===== src/verilog/oesc_defs.svh =====
// constants for the oscillator enable and settle control
// assumes a 125 MHz core clock and internal oscillators modelled as enables
`ifndef OESC_DEFS_SVH
`define OESC_DEFS_SVH
// How it works
// main start trigger enables main osc, stop trigger disables it
// main start acts only when inactive, stop only when active
// after start main settle counter runs, clock gated throughout
// at selected count main stable flag sets and clock passes
// settle field picks 2^2 to 2^17 settle clock periods
// main active flag shows clock present; software waits for it
// settle clock is hs clock when hs enabled, else ls clock
// fast settle after wake restart gives max gain until stable
// unmasked standby request stops main osc; restarts if it ran
// main osc stopped before standby stays stopped unless wake start
// wake start signal starts main osc regardless of earlier state
// main active flag drives main clock monitor enable
// ls osc always runs, samples both clock monitors
// hs osc runs after power-up reset; other resets leave it
// hs start trigger enables hs osc, stop trigger disables it
// hs output gated until four ls clock periods counted
// unmasked standby stops hs osc; restarts only if it ran
// of the resets only power-up reset enables hs osc; system reset spares it
// main osc disabled after power-up reset release
// hs start acts only when inactive, stop only when active
// triggers are single-cycle pulses, never stored, read as zero
`define OESC_CLK_HZ 125000000
`define OESC_HS_HZ 8000000
`define OESC_LS_HZ 240000
`define OESC_HS_DIV (`OESC_CLK_HZ / `OESC_HS_HZ)
`define OESC_LS_DIV (`OESC_CLK_HZ / `OESC_LS_HZ)
`define OESC_SETTLE_W 4
`define OESC_SETTLE_MIN_EXP 2
`define OESC_HS_SETTLE_PERIODS 4
`define OESC_CNT_W 18
`endif


===== src/verilog/oesc_pkg.sv =====
// types for the oscillator enable and settle control
// assumes oesc_defs.svh holds the numbers
package oesc_pkg;
	typedef enum logic [1:0] {OSC_OFF, OSC_SETTLE, OSC_RUN, OSC_PARK} oesc_state_t;
	typedef struct packed {
		logic enabled;
		logic stable;
		logic active;
	} oesc_status_t;
	typedef struct packed {
		logic start;
		logic stop;
		logic stop_mask;
	} oesc_ctrl_t;
endpackage : oesc_pkg


===== src/verilog/oesc_top.sv =====
// main and high speed oscillator enable and settle control
// assumes triggers are one-cycle write pulses from a register front end
`timescale 1ns/10ps
`include "oesc_defs.svh"
module oesc_top #(
	parameter int LS_DIV = `OESC_LS_DIV,
	parameter int HS_DIV = `OESC_HS_DIV
) (
	input wire logic CORE_CLK_I,
	input wire logic RST_I,
	input wire logic POWER_UP_RESET_I,
	input wire logic MAIN_OSC_START_TRIGGER_I,
	input wire logic MAIN_OSC_STOP_TRIGGER_I,
	input wire logic MAIN_OSC_STOP_MASK_I,
	input wire logic [3:0] MAIN_OSC_SETTLE_COUNT_I,
	input wire logic MAIN_OSC_FAST_SETTLE_I,
	input wire logic HS_OSC_START_TRIGGER_I,
	input wire logic HS_OSC_STOP_TRIGGER_I,
	input wire logic HS_OSC_STOP_MASK_I,
	input wire logic STANDBY_STOP_REQUEST_I,
	input wire logic WAKE_OSC_START_I,
	output logic MAIN_OSC_ENABLED_FLAG_O,
	output logic MAIN_OSC_STABLE_FLAG_O,
	output logic MAIN_OSC_ACTIVE_FLAG_O,
	output logic MAIN_OSC_GATE_O,
	output logic MAIN_OSC_MAX_GAIN_O,
	output logic MAIN_CLOCK_MONITOR_EN_O,
	output logic HS_OSC_ENABLED_FLAG_O,
	output logic HS_OSC_STABLE_FLAG_O,
	output logic HS_OSC_ACTIVE_FLAG_O,
	output logic HS_OSC_GATE_O,
	output logic HS_CLOCK_MONITOR_EN_O,
	output logic LS_OSC_RUN_O,
	output logic MONITOR_SAMPLE_TICK_O,
	output logic [3:0] TRIGGER_READBACK_O
);
	initial begin
		if (LS_DIV < 2 || HS_DIV < 2) $error("oesc_top: divider too small");
		if (LS_DIV > 65536 || HS_DIV > 65536) begin
			$error("oesc_top: divider too large");
		end
	end
	// ************************************************
	// settle clock enables
	// ************************************************
	logic [15:0] ls_cnt_q;
	logic [15:0] hs_cnt_q;
	logic ls_tick;
	logic hs_tick;
	logic settle_tick;
	always_ff @(posedge CORE_CLK_I or posedge RST_I) begin
		if (RST_I) begin
			ls_cnt_q <= '0;
		end else if (ls_tick) begin
			ls_cnt_q <= '0;
		end else begin
			ls_cnt_q <= ls_cnt_q + 16'h0001;
		end
	end
	assign ls_tick = (ls_cnt_q == 16'(LS_DIV - 1));
	always_ff @(posedge CORE_CLK_I or posedge RST_I) begin
		if (RST_I) begin
			hs_cnt_q <= '0;
		end else if (hs_tick) begin
			hs_cnt_q <= '0;
		end else begin
			hs_cnt_q <= hs_cnt_q + 16'h0001;
		end
	end
	assign hs_tick = (hs_cnt_q == 16'(HS_DIV - 1));
	oesc_pkg::oesc_status_t main_st;
	oesc_pkg::oesc_status_t hs_st;
	assign settle_tick = hs_st.enabled ? hs_tick : ls_tick;
	// ************************************************
	// main oscillator
	// ************************************************
	oesc_pkg::oesc_ctrl_t main_ctrl;
	logic [`OESC_CNT_W-1:0] main_target;
	logic main_settling;
	logic main_restart;
	logic main_wake;
	logic stop_req_q;
	always_ff @(posedge CORE_CLK_I or posedge RST_I) begin
		if (RST_I) begin
			stop_req_q <= 1'b0;
		end else begin
			stop_req_q <= STANDBY_STOP_REQUEST_I;
		end
	end
	// wake start acts at the falling edge of the standby request
	assign main_wake = WAKE_OSC_START_I & stop_req_q
		& ~STANDBY_STOP_REQUEST_I & ~main_st.enabled;
	assign main_ctrl.start = MAIN_OSC_START_TRIGGER_I & ~main_st.active;
	assign main_ctrl.stop = MAIN_OSC_STOP_TRIGGER_I & main_st.active;
	assign main_ctrl.stop_mask = MAIN_OSC_STOP_MASK_I;
	assign main_target = `OESC_CNT_W'(1) << (MAIN_OSC_SETTLE_COUNT_I
		+ 5'(`OESC_SETTLE_MIN_EXP));
	oesc_osc_ctl #(
		.CNT_W(`OESC_CNT_W),
		.RESET_ON(1'b0)
	) u_main (
		.clk_i(CORE_CLK_I),
		.rst_i(POWER_UP_RESET_I),
		.ctrl_i(main_ctrl),
		.stop_req_i(STANDBY_STOP_REQUEST_I),
		.wake_start_i(main_wake),
		.tick_i(settle_tick),
		.target_i(main_target),
		.status_o(main_st),
		.settling_o(main_settling),
		.restart_o(main_restart)
	);
	// ************************************************
	// high speed oscillator
	// ************************************************
	oesc_pkg::oesc_ctrl_t hs_ctrl;
	logic hs_settling;
	assign hs_ctrl.start = HS_OSC_START_TRIGGER_I & ~hs_st.active;
	assign hs_ctrl.stop = HS_OSC_STOP_TRIGGER_I & hs_st.active;
	assign hs_ctrl.stop_mask = HS_OSC_STOP_MASK_I;
	oesc_osc_ctl #(
		.CNT_W(`OESC_CNT_W),
		.RESET_ON(1'b1)
	) u_hs (
		.clk_i(CORE_CLK_I),
		.rst_i(POWER_UP_RESET_I),
		.ctrl_i(hs_ctrl),
		.stop_req_i(STANDBY_STOP_REQUEST_I),
		.wake_start_i(1'b0),
		.tick_i(ls_tick),
		.target_i(`OESC_CNT_W'(`OESC_HS_SETTLE_PERIODS)),
		.status_o(hs_st),
		.settling_o(hs_settling),
		.restart_o()
	);
	// ************************************************
	// registered outputs and constant outputs
	// ************************************************
	always_ff @(posedge CORE_CLK_I or posedge RST_I) begin
		if (RST_I) begin
			MAIN_OSC_ENABLED_FLAG_O <= 1'b0;
			MAIN_OSC_STABLE_FLAG_O <= 1'b0;
			MAIN_OSC_ACTIVE_FLAG_O <= 1'b0;
			MAIN_OSC_GATE_O <= 1'b0;
			MAIN_OSC_MAX_GAIN_O <= 1'b0;
			MAIN_CLOCK_MONITOR_EN_O <= 1'b0;
		end else begin
			MAIN_OSC_ENABLED_FLAG_O <= main_st.enabled;
			MAIN_OSC_STABLE_FLAG_O <= main_st.stable;
			MAIN_OSC_ACTIVE_FLAG_O <= main_st.active;
			MAIN_OSC_GATE_O <= main_st.stable;
			MAIN_OSC_MAX_GAIN_O <= MAIN_OSC_FAST_SETTLE_I & main_settling
				& main_restart;
			MAIN_CLOCK_MONITOR_EN_O <= main_st.active;
		end
	end
	always_ff @(posedge CORE_CLK_I or posedge RST_I) begin
		if (RST_I) begin
			HS_OSC_ENABLED_FLAG_O <= 1'b0;
			HS_OSC_STABLE_FLAG_O <= 1'b0;
			HS_OSC_ACTIVE_FLAG_O <= 1'b0;
			HS_OSC_GATE_O <= 1'b0;
			HS_CLOCK_MONITOR_EN_O <= 1'b0;
		end else begin
			HS_OSC_ENABLED_FLAG_O <= hs_st.enabled;
			HS_OSC_STABLE_FLAG_O <= hs_st.stable;
			HS_OSC_ACTIVE_FLAG_O <= hs_st.active;
			HS_OSC_GATE_O <= hs_st.stable && !hs_settling;
			HS_CLOCK_MONITOR_EN_O <= hs_st.active;
		end
	end
	always_ff @(posedge CORE_CLK_I or posedge RST_I) begin
		if (RST_I) begin
			MONITOR_SAMPLE_TICK_O <= 1'b0;
		end else begin
			MONITOR_SAMPLE_TICK_O <= ls_tick;
		end
	end
	assign LS_OSC_RUN_O = 1'b1;
	assign TRIGGER_READBACK_O = 4'h0;
endmodule : oesc_top


===== src/verilog/oesc_osc_ctl.sv =====
// one oscillator enable, standby and settle sequencer
// assumes tick_i is a one-cycle settle clock enable
`timescale 1ns/10ps
module oesc_osc_ctl #(
	parameter int CNT_W = 18,
	parameter bit RESET_ON = 1'b0
) (
	input wire logic clk_i,
	input wire logic rst_i,
	input wire oesc_pkg::oesc_ctrl_t ctrl_i,
	input wire logic stop_req_i,
	input wire logic wake_start_i,
	input wire logic tick_i,
	input wire logic [CNT_W-1:0] target_i,
	output oesc_pkg::oesc_status_t status_o,
	output logic settling_o,
	output logic restart_o
);
	initial begin
		if (CNT_W < 3) $error("oesc_osc_ctl: CNT_W too small");
	end
	// ************************************************
	// state
	// ************************************************
	oesc_pkg::oesc_state_t state_q;
	logic [CNT_W-1:0] cnt_q;
	logic restart_q;
	logic run_req;
	assign run_req = ctrl_i.stop_mask | ~stop_req_i;
	always_ff @(posedge clk_i or posedge rst_i) begin
		if (rst_i) begin
			state_q <= RESET_ON ? oesc_pkg::OSC_SETTLE : oesc_pkg::OSC_OFF;
			restart_q <= 1'b0;
		end else begin
			case (state_q)
				oesc_pkg::OSC_OFF: begin
					if (ctrl_i.start || wake_start_i) begin
						state_q <= oesc_pkg::OSC_SETTLE;
						restart_q <= wake_start_i;
					end
				end
				oesc_pkg::OSC_SETTLE, oesc_pkg::OSC_RUN: begin
					if (ctrl_i.stop) begin
						state_q <= oesc_pkg::OSC_OFF;
					end else if (!run_req) begin
						state_q <= oesc_pkg::OSC_PARK;
					end else if (state_q == oesc_pkg::OSC_SETTLE
						&& tick_i && cnt_q >= target_i) begin
						state_q <= oesc_pkg::OSC_RUN;
						restart_q <= 1'b0;
					end
				end
				oesc_pkg::OSC_PARK: begin
					if (run_req) begin
						state_q <= oesc_pkg::OSC_SETTLE;
						restart_q <= 1'b1;
					end
				end
				default: state_q <= oesc_pkg::OSC_OFF;
			endcase
		end
	end
	// settle countdown seen as up count against target
	always_ff @(posedge clk_i or posedge rst_i) begin
		if (rst_i) begin
			cnt_q <= '0;
		end else if (state_q != oesc_pkg::OSC_SETTLE) begin
			cnt_q <= '0;
		end else if (tick_i && cnt_q < target_i) begin
			cnt_q <= cnt_q + 1'b1;
		end
	end
	// active only when settled into OSC_RUN, not while settling or parked by standby
	assign status_o.enabled = (state_q != oesc_pkg::OSC_OFF);
	assign status_o.stable = (state_q == oesc_pkg::OSC_RUN);
	assign status_o.active = (state_q == oesc_pkg::OSC_RUN);
	assign settling_o = (state_q == oesc_pkg::OSC_SETTLE);
	assign restart_o = restart_q;
endmodule : oesc_osc_ctl


===== config.mk =====
export PLATFORM = sky130hd
export DESIGN_NAME = oesc_top
export DESIGN_NICKNAME = d
export VERILOG_FILES = /design/src/verilog/oesc_pkg.sv /design/src/verilog/oesc_top.sv /design/src/verilog/oesc_osc_ctl.sv
export VERILOG_INCLUDE_DIRS = /design/src /design/src/verilog
export SDC_FILE = /design/constraint.sdc
export NUM_CORES = 1
export LEC_CHECK = 0
export BUFFER_PORTS_ARGS = -buffer_cell sky130_fd_sc_hd__buf_2
export CAP_MARGIN = 10
export CORE_MARGIN = 1.5
export CORE_UTILIZATION = 30
export DETAILED_ROUTE_END_ITERATION = 12
export PLACE_DENSITY_LB_ADDON = 0.3
export RECOVER_POWER = 25
export REMOVE_ABC_BUFFERS = 1
export SYNTH_ARGS = -nofsm -noshare
export SYNTH_HDL_FRONTEND = slang
export SYNTH_SLANG_ARGS = --single-unit

===== constraint.sdc =====
create_clock -name CORE_CLK_I -period 2.4 [get_ports CORE_CLK_I]
set_clock_uncertainty 0.15 [all_clocks]
set_input_delay 0.48 -clock CORE_CLK_I [delete_from_list [all_inputs] [get_ports CORE_CLK_I]]
set_output_delay 0.48 -clock CORE_CLK_I [all_outputs]
set_load 0.1 [all_outputs]

==> flow_summary.toml <==
[worst_setup_path]
crit_family = "multiplexers"
crit_path_end_kind = "register"
slowest_stage = "mux2_4"
r2r-start = "ls_cnt_q[12]"
startpoint = "MAIN_OSC_SETTLE_COUNT_I[1]"
crit_type = "in -> reg"
cp_common_cell = "ha_4"
reg2reg_depth = 7
cp.depth = 13
endpoint = "u_main.state_q[1]"
max_stage_delay_ns = 0.32
arrival_ns = 2.90
reg2reg_slack_ns = -0.08
cp_data_required_time_ns = 2.46
worst-path-buf-inv = 3
startpoint_type = "input pin"
cp_max_fo = 5
timing.rr.end = "u_main.cnt_q[13]"
path_cells = "buf_8 -> ha_4 -> mux2i_4 -> buf_6 -> nand4_1 -> ha_4 -> nand2_2 -> nor4_4 -> buf_4 -> o21ai_2 -> a31o_2 -> a31oi_4 -> mux2_4"

[power]
swShare_pct = 39.1
p_int_uw = 2710
p_switching_uw = 1740
power_uw = 4450
power_density_nw_per_um2 = 747
pwr-share-clk_pct = 28.6
p_seq_share_pct = 33.4
combPwrFrac_pct = 38.0
leakage_uw = 0.00275
ir_drop_mv = 0.434

[layout]
final_util_pct = 41.0
antenna_cells = 0
area_growth_pct = 33.7
final_common_cell = "dfrtp_1"
drive_gt1_share_pct = 32.0
nets = 598
most-common-layout-cells = "79 x dfrtp_1, 76 x buf_4, 31 x nand2_1"
nFillCells = 1425
post-route-cell-area_um2 = 5960

[synthesis]
ys_seq_elements = 80
async_flop_share_pct = 100
synth-edff-count = 0
avgSynthCellArea_um2 = 10.0
synth_cells = 446
ys_warn_count = 0
synth-main-ff-cell = "dfrtp_1"
synth-seq-area-share_pct = 44.9
synth_cell_types = 52
syn_area_um2 = 4460

[sta]
finalCritPeriodShare_pct = 118
setup_viol = 23
fin_ws_ns = -0.439
hold_viol_final = 0
maxSlewViolCount = 0
rsz0062_at_grt = "true"
max_freq_ghz = 0.352
slew-limit-headroom_pct = 36.4
worstMarginPinSlew_ns = 0.954
finalCriticalPeriod_ns = 2.84

[drt]
drtIter0Drc = 140
remaining_drc_errors = 0
drt-vias-per-instance = 4.84
wire_per_inst_um = 14.1
vias = 3570
wirelength_um = 10400
drt.antenna.violating_nets = 0
dr.pass1.iters = 4

[clocking]
clock_tree.buffer_depth = 2
clk_pin_slew_ns = 0.06
hold_buffers = 0
numClockSinks = 80
insertion_delay_ns = 0.33
cts_root_buf = "clkbuf_16"
cts_buffers = 9
cts_htree_levels = 3
cts_tree = "built"

[placed_design]
dpl_worst_slack_ns = -1.11
place_congestion = 0.780
io_buffers = 27
place_area_um2 = 5210
dp.final_hpwl_um = 7090

[min_path]
hp-class = "in -> async"

[floorplanning]
rows = 44
initial_core_util_pct = 30.7
num_io_pins = 33
die_y_um = 125
dieArea_um2 = 15600
fp.coreArea_um2 = 14500
dieWidth_um = 125

[outcome]
status = "finished with violations"
violations = "setup timing"

[global_route]
track_usage_pct = 13.6
grt_max_degree = 42
grt_pass1_vias = 3666
grt.overflow.total = 0
antenna_found_initial = 0
grt_pass1_wl_um = 17400

[run]
max_cap_violations = 0
[area by class of cell]
class	instances	area (µm²)	area share (%)
multi-input combinational	333	2620	43.9
sequential	80	2000	33.6
inverter	17	63.8	1.07
timing repair buffer	108	774	13.0
tap	184	230	3.86
clock buffer	13	260	4.37
clock inverter	2	13.8	0.231
[synth_stat cells, drive strengths merged (12+ instances only)]
| master | number | share of area (%) |
|---|---|---|
| inv | 17 | 1.4 |
| and2 | 18 | 2.5 |
| a21oi | 25 | 3.1 |
| o21ai | 22 | 2.6 |
| nor2 | 21 | 1.8 |
| dfrtp | 79 | 44 |
| or3 | 12 | 1.7 |
| ha | 33 | 9.3 |
| nand3 | 29 | 3.3 |
| nand2 | 37 | 3.3 |
| and3 | 14 | 2.0 |
| nand4 | 12 | 2.2 |
| buf | 13 | 2.4 |
| xnor2 | 24 | 4.7 |
[through the flow]
step           hold WS, ns  cells  TNS, ns
6_report             0.116    737    -7.46
5_1_grt              0.178    737   -10.49
4_1_cts              0.127    727    -7.10
3_5_place_dp         0.323    707   -20.97
3_3_place_gp         0.319    707   -19.59
2_1_floorplan        0.304    428   -20.74
[tightest hold or removal path: stages]
cell and delay (ns):
buf_2 0.09, inv_1 0.04, buf_4 0.44
[sequential cells by signal, indices dropped and copies added (netlist names)]
register / cells
u_main.restart_o: 1
MAIN_CLOCK_MONITOR_EN_O: 1
ls_cnt_q: 16
hs_cnt_q: 16
MAIN_OSC_ENABLED_FLAG_O: 1
u_hs.state_q: 2
u_hs.cnt_q: 18
u_main.state_q: 2
MONITOR_SAMPLE_TICK_O: 1
HS_OSC_ENABLED_FLAG_O: 1
HS_OSC_ACTIVE_FLAG_O: 1
stop_req_q: 1
u_main.cnt_q: 18
MAIN_OSC_MAX_GAIN_O: 1
[power by group through the flow]
stage | clock network (µW) | registers, µW | logic [µW]
6_report | 1280 | 1490 | 1690
5_1_grt | 1370 | 1500 | 1810
4_1_cts | 1310 | 1490 | 1590
3_5_place_dp | 0 | 1510 | 1480
3_3_place_gp | 0 | 1510 | 1450
2_1_floorplan | 0 | 2050 | 541
[layer usage]
metal / wire (µm) / up-vias / global-route usage (%)
met2: 4980 / 47 / 22.7
met1: 5020 / 1744 / 17.9
met4: 118 / 0 / 4.08
li1: - / 1770 / -
met5: 0 / - / 0
met3: 245 / 9 / 2.62
[how the worst min path moves through the flow]
stage                      from                to  cells past startpoint
5_1_grt        POWER_UP_RESET_I  u_main.cnt_q[11]                      3
3_3_place_gp      u_hs.cnt_q[5]     u_hs.cnt_q[5]                      1
3_5_place_dp     u_hs.cnt_q[17]    u_hs.cnt_q[17]                      1
4_1_cts                   RST_I       ls_cnt_q[4]                      3
2_1_floorplan    u_hs.cnt_q[10]    u_hs.cnt_q[10]                      1
6_report       POWER_UP_RESET_I  u_main.cnt_q[11]                      3
[cell families after synthesis]
group	after synthesis	share of synthesized area, %
muxes	9	2.10
other	2	0.168
and+or+nand+nor	189	24.4
DFF	80	44.9
xor gates and xnor gates	34	6.68
adders and majority gates	33	9.26
AOI/OAI and AO/OA	61	7.94
buffers and inverters	38	4.46
[timing repair]
item,4_1_cts,5_1_grt
endpoints found under the setup margin,21,23
resized for setup,42,27
cloned,2,0
pin swaps,22,19
hold endpoints to repair,0,0
setup buffers,3,10
(Power assumes the default switching activity.)
